$ cat src/shared/wpr_defs.svh
`ifndef WPR_DEFS_SVH
`define WPR_DEFS_SVH

// Register indices; byte address is four times the index
`define WPR_IDX_POWER_CONTROL 8'h87
`define WPR_IDX_WATCHDOG_CONTROL 8'h8F
`define WPR_IDX_STAT 8'h90
`define WPR_IDX_MASK 8'h91

// Watchdog control fields
`define WPR_WATCHDOG_CONTROL_RUN 7
`define WPR_WATCHDOG_CONTROL_KICK 6
`define WPR_WATCHDOG_CONTROL_SLEEP 5
`define WPR_WATCHDOG_CONTROL_PS_LO 0

// Power control fields
`define WPR_POWER_CONTROL_COLD 4
`define WPR_POWER_CONTROL_UF1 3
`define WPR_POWER_CONTROL_UF0 2
`define WPR_POWER_CONTROL_DEEP 1
`define WPR_POWER_CONTROL_SLEEP 0

// Event status bits
`define WPR_EV_TIMEOUT 0
`define WPR_EV_PINRST 1
`define WPR_EV_WAKE 2

// Reset values
`define WPR_SFR_RST 8'h00
`define WPR_PORT_RST 8'hFF
`define WPR_SP_RST 8'h07

// Timing: one state is two oscillator periods, six states a cycle
`define WPR_OSC_NS 20
`define WPR_MC_OSC 12
`define WPR_LAST_STATE 3'h5
`define WPR_SAMPLE_STATE 3'h4
`define WPR_PIN_MC 2'h2
`define WPR_WDT_RST_MC 2'h2
`define WPR_WDT_MAX 14'h3FFF
`endif

$ cat src/shared/wpr_pkg.sv
package wpr_pkg;
    typedef enum logic [1:0] {
        wpr_mode_run = 2'b00,
        wpr_mode_idle = 2'b01,
        wpr_mode_pdown = 2'b10
    } wpr_mode_t;

    typedef enum logic [2:0] {
        wpr_sel_none = 3'b000,
        wpr_sel_power_control = 3'b001,
        wpr_sel_watchdog_control = 3'b010,
        wpr_sel_stat = 3'b011,
        wpr_sel_mask = 3'b100
    } wpr_sel_t;

    typedef struct packed {
        logic run;
        logic kick;
        logic sleep_run;
        logic [2:0] ps;
    } wpr_watchdog_control_t;

    typedef struct packed {
        logic cold;
        logic uf1;
        logic uf0;
        logic deep;
        logic sleep;
    } wpr_power_control_t;

    typedef struct packed {
        logic [7:0] presc;
        logic [13:0] cnt;
    } wpr_core_st_t;

    typedef struct packed {
        logic sync1;
        logic sync2;
        logic [1:0] hits;
        logic pin_rst;
    } wpr_filt_st_t;

    typedef struct packed {
        wpr_power_control_t power_control;
        wpr_watchdog_control_t watchdog_control;
        wpr_mode_t mode;
        logic phase;
        logic [2:0] stage;
        logic [1:0] rst_cnt;
        logic pin_q;
        logic [2:0] stat;
        logic [2:0] mask;
        logic [31:0] prdata;
        logic pready;
        logic pslverr;
        logic sys_reset;
        logic cpu_clk_en;
        logic periph_clk_en;
        logic irq;
    } wpr_top_st_t;
endpackage

$ cat src/logic/wpr_top.sv
// Register access over APB was chosen for this implementation.
`timescale 1ns/1ps
`include "wpr_defs.svh"
module wpr_top (
    input wire logic pclk,
    input wire logic presetn,
    input wire logic [11:0] paddr,
    input wire logic psel,
    input wire logic penable,
    input wire logic pwrite,
    input wire logic [31:0] pwdata,
    output logic [31:0] prdata,
    output logic pready,
    output logic pslverr,
    input wire logic rst_pin,
    input wire logic cpu_irq,
    output logic sys_reset,
    output logic cpu_clk_en,
    output logic periph_clk_en,
    output logic irq
);
    wpr_pkg::wpr_top_st_t st_reg;
    wpr_pkg::wpr_top_st_t st_next;

    logic pin_level;
    logic pin_rst;
    logic osc_on;
    logic mc_tick;
    logic state5_phase2_sample;
    logic filt_sample;
    logic in_reset;
    logic kick_do;
    logic kick_wr;
    logic wdt_tick;
    logic wdt_clr;
    logic wdt_timeout;
    logic wdt_fire;
    logic [13:0] wdt_count;
    logic access;
    wpr_pkg::wpr_sel_t sel;

    // Word index decode, shared by the read and write paths
    function automatic wpr_pkg::wpr_sel_t reg_sel(input logic [11:0] a);
        reg_sel = wpr_pkg::wpr_sel_none;
        if (a[1:0] == 2'b00) begin
            unique case (a[9:2])
                `WPR_IDX_POWER_CONTROL: reg_sel = wpr_pkg::wpr_sel_power_control;
                `WPR_IDX_WATCHDOG_CONTROL: reg_sel = wpr_pkg::wpr_sel_watchdog_control;
                `WPR_IDX_STAT: reg_sel = wpr_pkg::wpr_sel_stat;
                `WPR_IDX_MASK: reg_sel = wpr_pkg::wpr_sel_mask;
                default: reg_sel = wpr_pkg::wpr_sel_none;
            endcase
            if (a[11:10] != 2'b00) begin
                reg_sel = wpr_pkg::wpr_sel_none;
            end
        end
    endfunction

    function automatic logic [7:0] power_control_byte(input wpr_pkg::wpr_power_control_t p);
        power_control_byte = {3'b000, p.cold, p.uf1, p.uf0, p.deep, p.sleep};
    endfunction

    function automatic logic [7:0] watchdog_control_byte(input wpr_pkg::wpr_watchdog_control_t w);
        watchdog_control_byte = {w.run, w.kick, w.sleep_run, 2'b00, w.ps};
    endfunction

    wpr_rst_filter u_filter (
        .pclk(pclk),
        .presetn(presetn),
        .rst_pin(rst_pin),
        .sample_en(filt_sample),
        .pin_level(pin_level),
        .pin_rst(pin_rst)
    );

    wpr_wdt_core u_core (
        .pclk(pclk),
        .presetn(presetn),
        .clr(wdt_clr),
        .tick(wdt_tick),
        .ps(st_reg.watchdog_control.ps),
        .timeout(wdt_timeout),
        .count(wdt_count)
    );

    // Oscillator stands in deep stop until the reset pin rises
    assign osc_on = (st_reg.mode != wpr_pkg::wpr_mode_pdown) ||
        pin_level;
    assign mc_tick = osc_on && st_reg.phase &&
        (st_reg.stage == `WPR_LAST_STATE);
    assign state5_phase2_sample = osc_on && st_reg.phase &&
        (st_reg.stage == `WPR_SAMPLE_STATE);
    // Stopped oscillator means the pin is low: drop a half-counted high
    // sample so a later rise still needs two full samples
    assign filt_sample = state5_phase2_sample || !osc_on;
    assign in_reset = pin_rst || (st_reg.rst_cnt != 2'h0);
    assign access = psel && penable && st_reg.pready;
    assign sel = reg_sel(paddr);
    assign kick_wr = access && pwrite &&
        (sel == wpr_pkg::wpr_sel_watchdog_control) && pwdata[`WPR_WATCHDOG_CONTROL_KICK];
    // Kick acts at the next instruction cycle boundary; held in deep stop
    assign kick_do = st_reg.watchdog_control.kick && mc_tick &&
        (st_reg.mode != wpr_pkg::wpr_mode_pdown);
    assign wdt_clr = in_reset || kick_do;
    // Idle stops the count unless sleep-run is set; deep stop freezes it
    assign wdt_tick = mc_tick && st_reg.watchdog_control.run && !in_reset &&
        (st_reg.mode != wpr_pkg::wpr_mode_pdown) &&
        !((st_reg.mode == wpr_pkg::wpr_mode_idle) &&
        !st_reg.watchdog_control.sleep_run);
    assign wdt_fire = wdt_timeout && st_reg.watchdog_control.run;

    always_comb begin
        st_next = st_reg;

        // Clock divided by two, six states per machine cycle
        if (osc_on) begin
            st_next.phase = !st_reg.phase;
            if (st_reg.phase) begin
                if (st_reg.stage == `WPR_LAST_STATE) begin
                    st_next.stage = 3'h0;
                end else begin
                    st_next.stage = st_reg.stage + 3'h1;
                end
            end
        end

        // APB: one wait state, answer registered
        st_next.pready = psel && penable && !st_reg.pready;
        st_next.pslverr = 1'b0;
        if (psel && penable && !st_reg.pready) begin
            st_next.pslverr = (sel == wpr_pkg::wpr_sel_none);
            st_next.prdata = 32'h0000_0000;
            unique case (sel)
                wpr_pkg::wpr_sel_power_control:
                    st_next.prdata[7:0] = power_control_byte(st_reg.power_control);
                wpr_pkg::wpr_sel_watchdog_control:
                    st_next.prdata[7:0] = watchdog_control_byte(st_reg.watchdog_control);
                wpr_pkg::wpr_sel_stat:
                    st_next.prdata[2:0] = st_reg.stat;
                wpr_pkg::wpr_sel_mask:
                    st_next.prdata[2:0] = st_reg.mask;
                wpr_pkg::wpr_sel_none:
                    st_next.prdata = 32'h0000_0000;
            endcase
        end

        if (kick_do) begin
            st_next.watchdog_control.kick = 1'b0;
        end

        if (access && pwrite) begin
            unique case (sel)
                wpr_pkg::wpr_sel_power_control: begin
                    st_next.power_control.uf1 = pwdata[`WPR_POWER_CONTROL_UF1];
                    st_next.power_control.uf0 = pwdata[`WPR_POWER_CONTROL_UF0];
                    st_next.power_control.deep = pwdata[`WPR_POWER_CONTROL_DEEP];
                    st_next.power_control.sleep = pwdata[`WPR_POWER_CONTROL_SLEEP];
                    // Software can only clear the cold start flag
                    st_next.power_control.cold = st_reg.power_control.cold &&
                        pwdata[`WPR_POWER_CONTROL_COLD];
                end
                wpr_pkg::wpr_sel_watchdog_control: begin
                    st_next.watchdog_control.run = pwdata[`WPR_WATCHDOG_CONTROL_RUN];
                    st_next.watchdog_control.sleep_run = pwdata[`WPR_WATCHDOG_CONTROL_SLEEP];
                    st_next.watchdog_control.ps = pwdata[`WPR_WATCHDOG_CONTROL_PS_LO +: 3];
                    // A new kick wins over the clear of an old one
                    if (pwdata[`WPR_WATCHDOG_CONTROL_KICK]) begin
                        st_next.watchdog_control.kick = 1'b1;
                    end
                end
                wpr_pkg::wpr_sel_stat:
                    st_next.stat = st_reg.stat & ~pwdata[2:0];
                wpr_pkg::wpr_sel_mask:
                    st_next.mask = pwdata[2:0];
                wpr_pkg::wpr_sel_none: begin
                end
            endcase
        end

        // Power mode; deep stop takes precedence over idle
        unique case (st_reg.mode)
            wpr_pkg::wpr_mode_run: begin
                if (st_reg.power_control.deep) begin
                    st_next.mode = wpr_pkg::wpr_mode_pdown;
                end else if (st_reg.power_control.sleep) begin
                    st_next.mode = wpr_pkg::wpr_mode_idle;
                end
            end
            wpr_pkg::wpr_mode_idle: begin
                if (st_reg.power_control.deep) begin
                    st_next.mode = wpr_pkg::wpr_mode_pdown;
                end else if (cpu_irq) begin
                    st_next.mode = wpr_pkg::wpr_mode_run;
                    st_next.power_control.sleep = 1'b0;
                end
            end
            wpr_pkg::wpr_mode_pdown: begin
                st_next.mode = wpr_pkg::wpr_mode_pdown;
            end
            default: st_next.mode = wpr_pkg::wpr_mode_run;
        endcase

        // Watchdog reset is stretched over whole machine cycles
        if (wdt_fire) begin
            st_next.rst_cnt = `WPR_WDT_RST_MC;
        end else if (mc_tick && (st_reg.rst_cnt != 2'h0)) begin
            st_next.rst_cnt = st_reg.rst_cnt - 2'h1;
        end

        // Pin or watchdog reset: power and watchdog control to zero, cold flag kept; stat and mask keep their values
        if (in_reset) begin
            st_next.power_control = '0;
            st_next.power_control.cold = st_reg.power_control.cold;
            st_next.watchdog_control = '0;
            st_next.mode = wpr_pkg::wpr_mode_run;
        end

        // Events; a set in the clearing cycle survives
        st_next.pin_q = pin_rst;
        if (wdt_fire) begin
            st_next.stat[`WPR_EV_TIMEOUT] = 1'b1;
        end
        if (pin_rst && !st_reg.pin_q) begin
            st_next.stat[`WPR_EV_PINRST] = 1'b1;
        end
        if ((st_reg.mode == wpr_pkg::wpr_mode_idle) && cpu_irq &&
            !st_reg.power_control.deep) begin
            st_next.stat[`WPR_EV_WAKE] = 1'b1;
        end
        st_next.irq = |(st_next.stat & st_next.mask);

        st_next.sys_reset = pin_rst || (st_next.rst_cnt != 2'h0);
        st_next.cpu_clk_en = (st_next.mode == wpr_pkg::wpr_mode_run);
        st_next.periph_clk_en = (st_next.mode != wpr_pkg::wpr_mode_pdown);
    end

    always_ff @(posedge pclk or negedge presetn) begin
        if (!presetn) begin
            st_reg <= '0;
            st_reg.power_control.cold <= 1'b1;
            st_reg.cpu_clk_en <= 1'b1;
            st_reg.periph_clk_en <= 1'b1;
        end else begin
            st_reg <= st_next;
        end
    end

    assign prdata = st_reg.prdata;
    assign pready = st_reg.pready;
    assign pslverr = st_reg.pslverr;
    assign sys_reset = st_reg.sys_reset;
    assign cpu_clk_en = st_reg.cpu_clk_en;
    assign periph_clk_en = st_reg.periph_clk_en;
    assign irq = st_reg.irq;
endmodule // wpr_top

$ cat src/logic/wpr_rst_filter.sv
`timescale 1ns/1ps
`include "wpr_defs.svh"
module wpr_rst_filter (
    input wire logic pclk,
    input wire logic presetn,
    input wire logic rst_pin,
    input wire logic sample_en,
    output logic pin_level,
    output logic pin_rst
);
    wpr_pkg::wpr_filt_st_t st_reg;
    wpr_pkg::wpr_filt_st_t st_next;

    always_comb begin
        st_next = st_reg;
        st_next.sync1 = rst_pin;
        st_next.sync2 = st_reg.sync1;
        // Samples count at the sampling phase, and on every clock while the oscillator is stopped
        if (sample_en) begin
            if (st_reg.sync2) begin
                if (st_reg.hits != `WPR_PIN_MC) begin
                    st_next.hits = st_reg.hits + 2'h1;
                end
            end else begin
                st_next.hits = 2'h0;
            end
            st_next.pin_rst = (st_next.hits == `WPR_PIN_MC);
        end
    end

    always_ff @(posedge pclk or negedge presetn) begin
        if (!presetn) begin
            st_reg <= '0;
        end else begin
            st_reg <= st_next;
        end
    end

    assign pin_level = st_reg.sync2;
    assign pin_rst = st_reg.pin_rst;
endmodule // wpr_rst_filter

$ cat src/logic/wpr_wdt_core.sv
`timescale 1ns/1ps
`include "wpr_defs.svh"
module wpr_wdt_core (
    input wire logic pclk,
    input wire logic presetn,
    input wire logic clr,
    input wire logic tick,
    input wire logic [2:0] ps,
    output logic timeout,
    output logic [13:0] count
);
    wpr_pkg::wpr_core_st_t st_reg;
    wpr_pkg::wpr_core_st_t st_next;
    logic [7:0] mask;
    logic hit;

    // Select code to prescaler terminal mask, order PS2 PS1 PS0
    function automatic logic [7:0] presc_mask(input logic [2:0] sel);
        unique case (sel)
            3'b000: presc_mask = 8'h01;
            3'b010: presc_mask = 8'h03;
            3'b001: presc_mask = 8'h07;
            3'b011: presc_mask = 8'h0F;
            3'b100: presc_mask = 8'h1F;
            3'b101: presc_mask = 8'h3F;
            3'b110: presc_mask = 8'h7F;
            3'b111: presc_mask = 8'hFF;
        endcase
    endfunction

    always_comb begin
        mask = presc_mask(ps);
        hit = ((st_reg.presc & mask) == mask);
        // Machine cycle times divisor times 2^14
        timeout = tick && hit && (st_reg.cnt == `WPR_WDT_MAX);
        st_next = st_reg;
        if (clr) begin
            st_next = '0;
        end else if (tick) begin
            if (hit) begin
                st_next.presc = 8'h00;
                st_next.cnt = st_reg.cnt + 14'h0001;
            end else begin
                st_next.presc = st_reg.presc + 8'h01;
            end
        end
    end

    always_ff @(posedge pclk or negedge presetn) begin
        if (!presetn) begin
            st_reg <= '0;
        end else begin
            st_reg <= st_next;
        end
    end

    assign count = st_reg.cnt;
endmodule // wpr_wdt_core

$ cat config.mk
export PLATFORM = sky130hd
export DESIGN_NAME = wpr_top
export DESIGN_NICKNAME = d
export VERILOG_FILES = /design/src/shared/wpr_pkg.sv /design/src/logic/wpr_top.sv /design/src/logic/wpr_rst_filter.sv /design/src/logic/wpr_wdt_core.sv
export VERILOG_INCLUDE_DIRS = /design/src /design/src/shared
export SDC_FILE = /design/constraint.sdc
export NUM_CORES = 1
export LEC_CHECK = 0
export BUFFER_PORTS_ARGS = -buffer_cell sky130_fd_sc_hd__buf_4
export CORE_MARGIN = 2
export CORE_UTILIZATION = 53
export DETAILED_ROUTE_END_ITERATION = 8
export PLACE_DENSITY = 0.8
export SETUP_SLACK_MARGIN = 0.05
export SYNTH_ARGS = -nofsm -noshare
export SYNTH_HDL_FRONTEND = slang
export SYNTH_SLANG_ARGS = --single-unit
$ cat constraint.sdc
create_clock -name pclk -period 2.42 [get_ports pclk]
set_input_delay 0.242 -clock pclk [delete_from_list [all_inputs] [get_ports pclk]]
set_output_delay 0.242 -clock pclk [all_outputs]
set_load 0.1 [all_outputs]
==> reports/metrics.yaml, run 1 <==
die_w_um: 85.8
worst_setup_path_start_kind: "flip-flop"
drt-wirelength-per-cell_um: 13.7
drt_first_iter_violations: 161
grt_pass1_wl_um: 11600
syn-instance-count: 365
slew_headroom_pct: 45.6
min_path_type: "input pin to asynchronous set/reset pin"
setup_violations: 0
insertion_delay_ns: 0.35
vias: 2647
intPower_uw: 1880
p_per_area_mw_per_mm2: 681
ys.flop_type: "dfrtp_1"
cts.path.max_buffers: 2
ir_worst_vdd_mv: 0.465
area.growth.synth_to_final_pct: 14.0
placementRows: 29
min_period_over_period_pct: 89.5
totalWireLength_um: 6730
hold_viol: 10
io_pins: 89
cts_buffers: 9
post_cts_buffers: 0
syn-cell-area_mm2: 0.00355
first_pass_iters: 8
yosysWarningCount: 0
cp_top_family: "simple AND/OR/NAND/NOR gates"
crit_path_end_kind: "flip-flop"
crit_fanout: 4
drive_gt1_share_pct: 18.4
gr-total-overflow: 0
fin_worst_skew_ns: 0.00663
ys_seq_area_share_pct: 47.4
synth_edf_count: 0
port_buffers: 40
crit_buf_inv: 1
drv_cap: 0
crit_arrival_ns: 2.42
nFillCells: 533
fmaxAchievable_ghz: 0.462
grt_use_total_pct: 20.3
placeableCoreArea_mm2: 0.00642
switchingPower_uw: 879
cts_tree: "done"
finalCriticalPeriod_ns: 2.17
rsz0062_at_grt: "false"
hpwl_um: 4790
tightestPinTransition_ns: 0.816
synth_area_leader_cell: "dfrtp_1"
grt_pass1_vias: 2550
tns_ns: 0
yosys-top-cells-area: "dfrtp_1, buf_4, nor2_1, mux2i_1, nand2_1"
cpMaxStageDelayCell: "nor4_4"
p_sw_share_pct: 31.9
power_frac_comb_pct: 20.3
viasPerCell: 5.39
power.total_uw: 2750
initial_core_util_pct: 55.2
synthArstFlopShare_pct: 100
die_area_mm2: 0.00736
layout.nets: 464
crit_path_max_incr_delay_ns: 0.40
drc_errors: 8
ant_nets: 0
die_h_um: 85.8
clk_pin_slew_worst_paths_ns: 0.07
outcome: "finished, violations left"
final_max_slew_viol_count: 0
root_buffer: "clkbuf_8"
fin_hold_ws_ns: -0.0194
antenna_found_initial: 0
num_antenna_cells: 0
path_cells: "inv_1, ha_1, nor2b_1, nand3_1, nor4_4, nand4_1, a21boi_1, o221ai_1"
required_ns: 2.68
htreeDepth: 3
largest_register_ffs: 26
synth_top_area_share_pct: 45.2
routabilityCongestion: 0.773
leakagePower_uw: 0.00197
syn_avg_cell_area_um2: 9.71
clock_sinks: 67
synth_cell_types: 54
pwr-share-clk_pct: 36.0
grt_max_degree: 68
synth_seq_cells: 67
violations: "design-rule violations, negative hold slack"
p_seq_share_pct: 43.7
critPathKind: "flip-flop to flip-flop"
## area by class of cell
| type | instances | area [um2] | area share [%] |
|---|---|---|---|
| multi-input cells | 266 | 1630 | 40.3 |
| repair buffers | 48 | 363 | 8.97 |
| inverters | 17 | 63.8 | 1.58 |
| flip-flops and latches | 67 | 1680 | 41.6 |
| clock inverters | 5 | 77.6 | 1.92 |
| well taps | 77 | 96.3 | 2.38 |
| clock buffers | 11 | 131 | 3.25 |
## power groups by stage
stage                     combinational (uW)  sequential (uW)  clock (uW)
after floorplan                          382             1280           0
final                                    560             1200         991
after detailed placement                 560             1220           0
after CTS                                563             1200        1020
after global routing                     610             1210        1060
after global placement                   554             1220           0
## per-layer routing
layer	up-vias	global-route usage (%)	share of wire [%]
met5	-	0	0
li1	1304	-	-
met2	74	32.5	48
met4	0	12.0	2.9
met3	16	3.56	4.6
met1	1253	25.8	45
## placed cells by master (no fill, tap or decap), types with 3 or more instances in the layout
cell type  instances
inv_1             17
a22o_1             3
nand4_1           12
dfstp_2            3
xnor2_1            8
or3_1              4
nand3b_1           3
conb_1            24
o31ai_1            4
clkbuf_8           9
and3_1             7
mux2i_1           14
nand3_1           12
and2_1             3
dfrtp_1           64
buf_4             47
nor2b_1            4
nor2_1            42
nor3_1             7
ha_1               4
nor4_1             3
o21ai_0            9
a21oi_1            8
a21boi_0           3
xor2_1             9
nand2_1           37
a211oi_1           3
nand2b_1           8
## repair_timing
action | 4_1_cts | 5_1_grt
gates resized for setup | 0 | 1
hold buffers | 1 | 0
endpoints found under the setup margin | 0 | 6
endpoints found under the hold margin | 1 | 0
## synth_stat cells, drive strengths merged, types with 2 or more instances
cell type and number:
a211oi 3, a21boi 4, a21o 2, a21oi 8, a22o 3, a22oi 2, a31oi 2, and2 3
and3 7, buf 33, clkbuf 5, dfrtp 64, dfstp 3, ha 4, inv 17, mux2i 14
nand2 37, nand2b 8, nand3 13, nand3b 3, nand4 12, nand4b 2, nor2 42, nor2b 5
nor3 7, nor3b 3, nor4 7, o211ai 2, o21ai 9, o221ai 2, o31ai 4, or2 3
or3 5, xnor2 8, xor2 9
## kinds of logic (layout without fill, tap and decap cells)
group                      Yosys count  after routing  synth area share (%)
DFF                                 67             67                  47.4
muxes                               15             15                  4.27
xor gates and xnor gates            17             17                  4.20
adders and majority gates            4              4                  1.41
other                                1             24                 0.106
buffers and inverters               55             81                  9.21
AOI/OAI and AO/OA                   47             47                  9.10
and+or+nand+nor                    159            159                  24.3
## per-stage QoR
step           setup WS, ns  cell area, um2  hold slack [ns]  cells  util [%]
6_report              0.254            4040          -0.0194    491      63.0
2_1_floorplan         0.174            3630          -0.0536    388         -
3_5_place_dp          0.226            3820            0.340    474      59.5
3_3_place_gp          0.298            3820            0.334    474      59.5
4_1_cts               0.220            4040           0.0162    491      62.9
5_1_grt              0.0682            4040           0.0808    491      63.0
## worst paths after layout
check                               startpoint            endpoint  slack [ns]  depth (start not counted)
hold reg to reg            u_filter.st_next[3]  u_filter.pin_level        0.35                          0
min in group pclk                    pwdata[3]          st_reg[62]        0.15                          3
setup / recovery                    st_reg[45]                 irq        0.25                          8
setup reg to reg                    st_reg[45]                 irq        0.25                          8
hold / removal                         presetn  u_filter.st_reg[1]       -0.02                          1
max in group asynchronous              presetn   u_core.st_reg[16]        1.90                          1
No activity file was read; power rests on OpenSTA's default activity.
==> inputs of run 2 (changes only) <==
--- a/config.mk
+++ b/config.mk
@@ -6,11 +6,11 @@
 export SDC_FILE = /design/constraint.sdc
 export NUM_CORES = 1
 export LEC_CHECK = 0
-export BUFFER_PORTS_ARGS = -buffer_cell sky130_fd_sc_hd__buf_4
 export CORE_MARGIN = 2
-export CORE_UTILIZATION = 53
+export CORE_UTILIZATION = 60
 export DETAILED_ROUTE_END_ITERATION = 8
-export PLACE_DENSITY = 0.8
+export DONT_BUFFER_PORTS = 1
+export PLACE_DENSITY = 0.76
 export SETUP_SLACK_MARGIN = 0.05
 export SYNTH_ARGS = -nofsm -noshare
 export SYNTH_HDL_FRONTEND = slang
==> reports/metrics.yaml, run 2 (synthesis gave the netlist of run 1 again) <==
outcome: "complete, no violations"
initial_core_util_pct: 63.2  # +8.0 points
clock_sinks: 67  # unchanged
power.total_uw: 2480  # -9.8%
drv_cap: 0  # unchanged
grt_pass1_wl_um: 10900  # -6.0%
largest_register_ffs: 26  # unchanged
cts_buffers: 9  # unchanged
totalWireLength_um: 6500  # -3.4%
pre_cts_ws_ns: 0.180  # -0.0465 ns
vias: 2501  # -5.5%
hold_viol: 0  # -10
grt_pass1_vias: 2423  # -5.0%
antenna_found_initial: 0  # unchanged
area.growth.synth_to_final_pct: 6.14
layout_commonest_cell: "dfrtp_1"
die_w_um: 80.9  # -5.7%
ant_nets: 0  # unchanged
placeableCoreArea_mm2: 0.00561  # -13%
required_ns: 2.68  # about the same
root_buffer: "clkbuf_8"
nFillCells: 461  # -14%
htreeDepth: 3  # unchanged
rsz0062_at_grt: "false"
placementRows: 27  # -6.9%
gr-total-overflow: 0  # unchanged
cts_tree: "done"
die_h_um: 80.9  # -5.7%
drive_gt1_share_pct: 10.8  # -7.6 points
layout.nets: 432  # -6.9%
insertion_delay_ns: 0.34  # about the same
final_max_slew_viol_count: 0  # unchanged
port_buffers: 0  # -100%
crit_path_end_kind: "flip-flop"
drt-wirelength-per-cell_um: 14.3  # +4.7%
p_per_area_mw_per_mm2: 660  # -3.1%
fin_worst_skew_ns: 0.00784  # +0.00121 ns
worst_setup_path_start_kind: "flip-flop"
leakagePower_uw: 0.00179  # -9.0%
crit_arrival_ns: 2.45  # +0.03 ns
fin_ws_ns: 0.233  # -0.0214 ns
tns_ns: 0  # unchanged
min_period_over_period_pct: 90.4  # +0.88 points
first_pass_iters: 4  # -4
drt_first_iter_violations: 127  # -21%
fmaxAchievable_ghz: 0.457  # -0.98%
drc_errors: 0  # -8
hpwl_um: 4650  # -3.0%
ir_worst_vdd_mv: 0.551  # +19%
slew_headroom_pct: 39.9  # -5.7 points
placed_cells: 434  # -8.4%
finalCriticalPeriod_ns: 2.19  # +0.0214 ns
viasPerCell: 5.52  # +2.4%
grt_max_degree: 68  # unchanged
instances_no_fill: 453  # -7.7%
die_area_mm2: 0.00654  # -11%
io_pins: 89  # unchanged
routabilityCongestion: 0.794  # +2.8%
tightestPinTransition_ns: 0.902  # +0.0858 ns
crit_fanout: 7  # +3
grt_use_total_pct: 22.0  # +1.7 points
setup_violations: 0  # unchanged
critPathKind: "flip-flop to flip-flop"
final_cell_mix: "dfrtp_1, nor2_1, nand2_1, conb_1, inv_1"
num_antenna_cells: 0  # unchanged
min_path_type: "input pin to flip-flop"
cts.path.max_buffers: 2  # unchanged
clk_pin_slew_worst_paths_ns: 0.07  # about the same
## run 2: cell types whose count changed in the layout (fill, tap and decap cells not counted)
cell / delta
buf_16: +1
buf_4: -34
bufinv_16: -2
clkbuf_1: +1
dlygate4sd3_1: +1
## run 2: worst paths after layout
check                                         start                 end  slack, ns  depth (start not counted)
worst max-delay path                     st_reg[45]     u_core.count[5]       0.23                          9
worst min-delay path                      pwdata[1]          st_reg[60]       0.03                          2
worst max register to register           st_reg[45]     u_core.count[5]       0.23                          9
worst min register to register  u_filter.st_next[3]  u_filter.pin_level       0.35                          0
max in group asynchronous                   presetn       periph_clk_en       1.65                          2
min in group asynchronous                   presetn             pslverr       0.44                          2
## run 2: stage by stage
stage	hold WS, ns	instance area [um2]	util, %
after floorplan	-0.0536	3630	-
after global placement	-0.0523	3550	63.3
after detailed placement	-0.0523	3550	63.3
after CTS	0.0133	3750	66.9
after global routing	0.0354	3760	67.1
final	0.0300	3760	67.1
## run 2: final cells by class
type                       instances  area, um2  share of cell area [%]
inverter                          17       63.8                    1.70
clock buffer                      12        135                    3.59
timing repair buffer              16        145                    3.86
tap                               72       90.1                    2.39
multi-input combinational        266       1630                    43.4
clock inverter                     3       17.5                   0.465
sequential                        67       1680                    44.6
## run 2: layer usage
| layer | share of wire (%) | track usage (%) | up-vias |
|---|---|---|---|
| met2 | 48 | 37.4 | 64 |
| met5 | 0 | 0 | - |
| li1 | - | - | 1229 |
| met1 | 45 | 26.4 | 1196 |
| met3 | 4.6 | 6.33 | 12 |
| met4 | 2.2 | 8.64 | 0 |
## run 2: critical path, stage by stage (launching register included)
cell	delay, ns
dfrtp_1	0.39
inv_1	0.10
ha_1	0.20
nor2b_1	0.19
nand3_1	0.17
nor4_4	0.34
buf_4	0.18
nand3_4	0.10
or3_1	0.32
a21oi_1	0.15
## run 2: where the power goes
part / leakage (uW) / switching, uW / total, uW / internal (uW)
sequential: 0.000890 / 87.4 / 1260 / 1170
combinational: 0.000824 / 365 / 472 / 107
clock: 0.0000762 / 392 / 755 / 363
## run 2: repair_timing
| item | CTS | global route |
|---|---|---|
| setup endpoints to repair | 0 | 5 |
| resized for setup | 0 | 1 |
| hold buffers | 3 | 0 |
| endpoints found under the hold margin | 68 | 0 |
| buffers inserted | 0 | 1 |
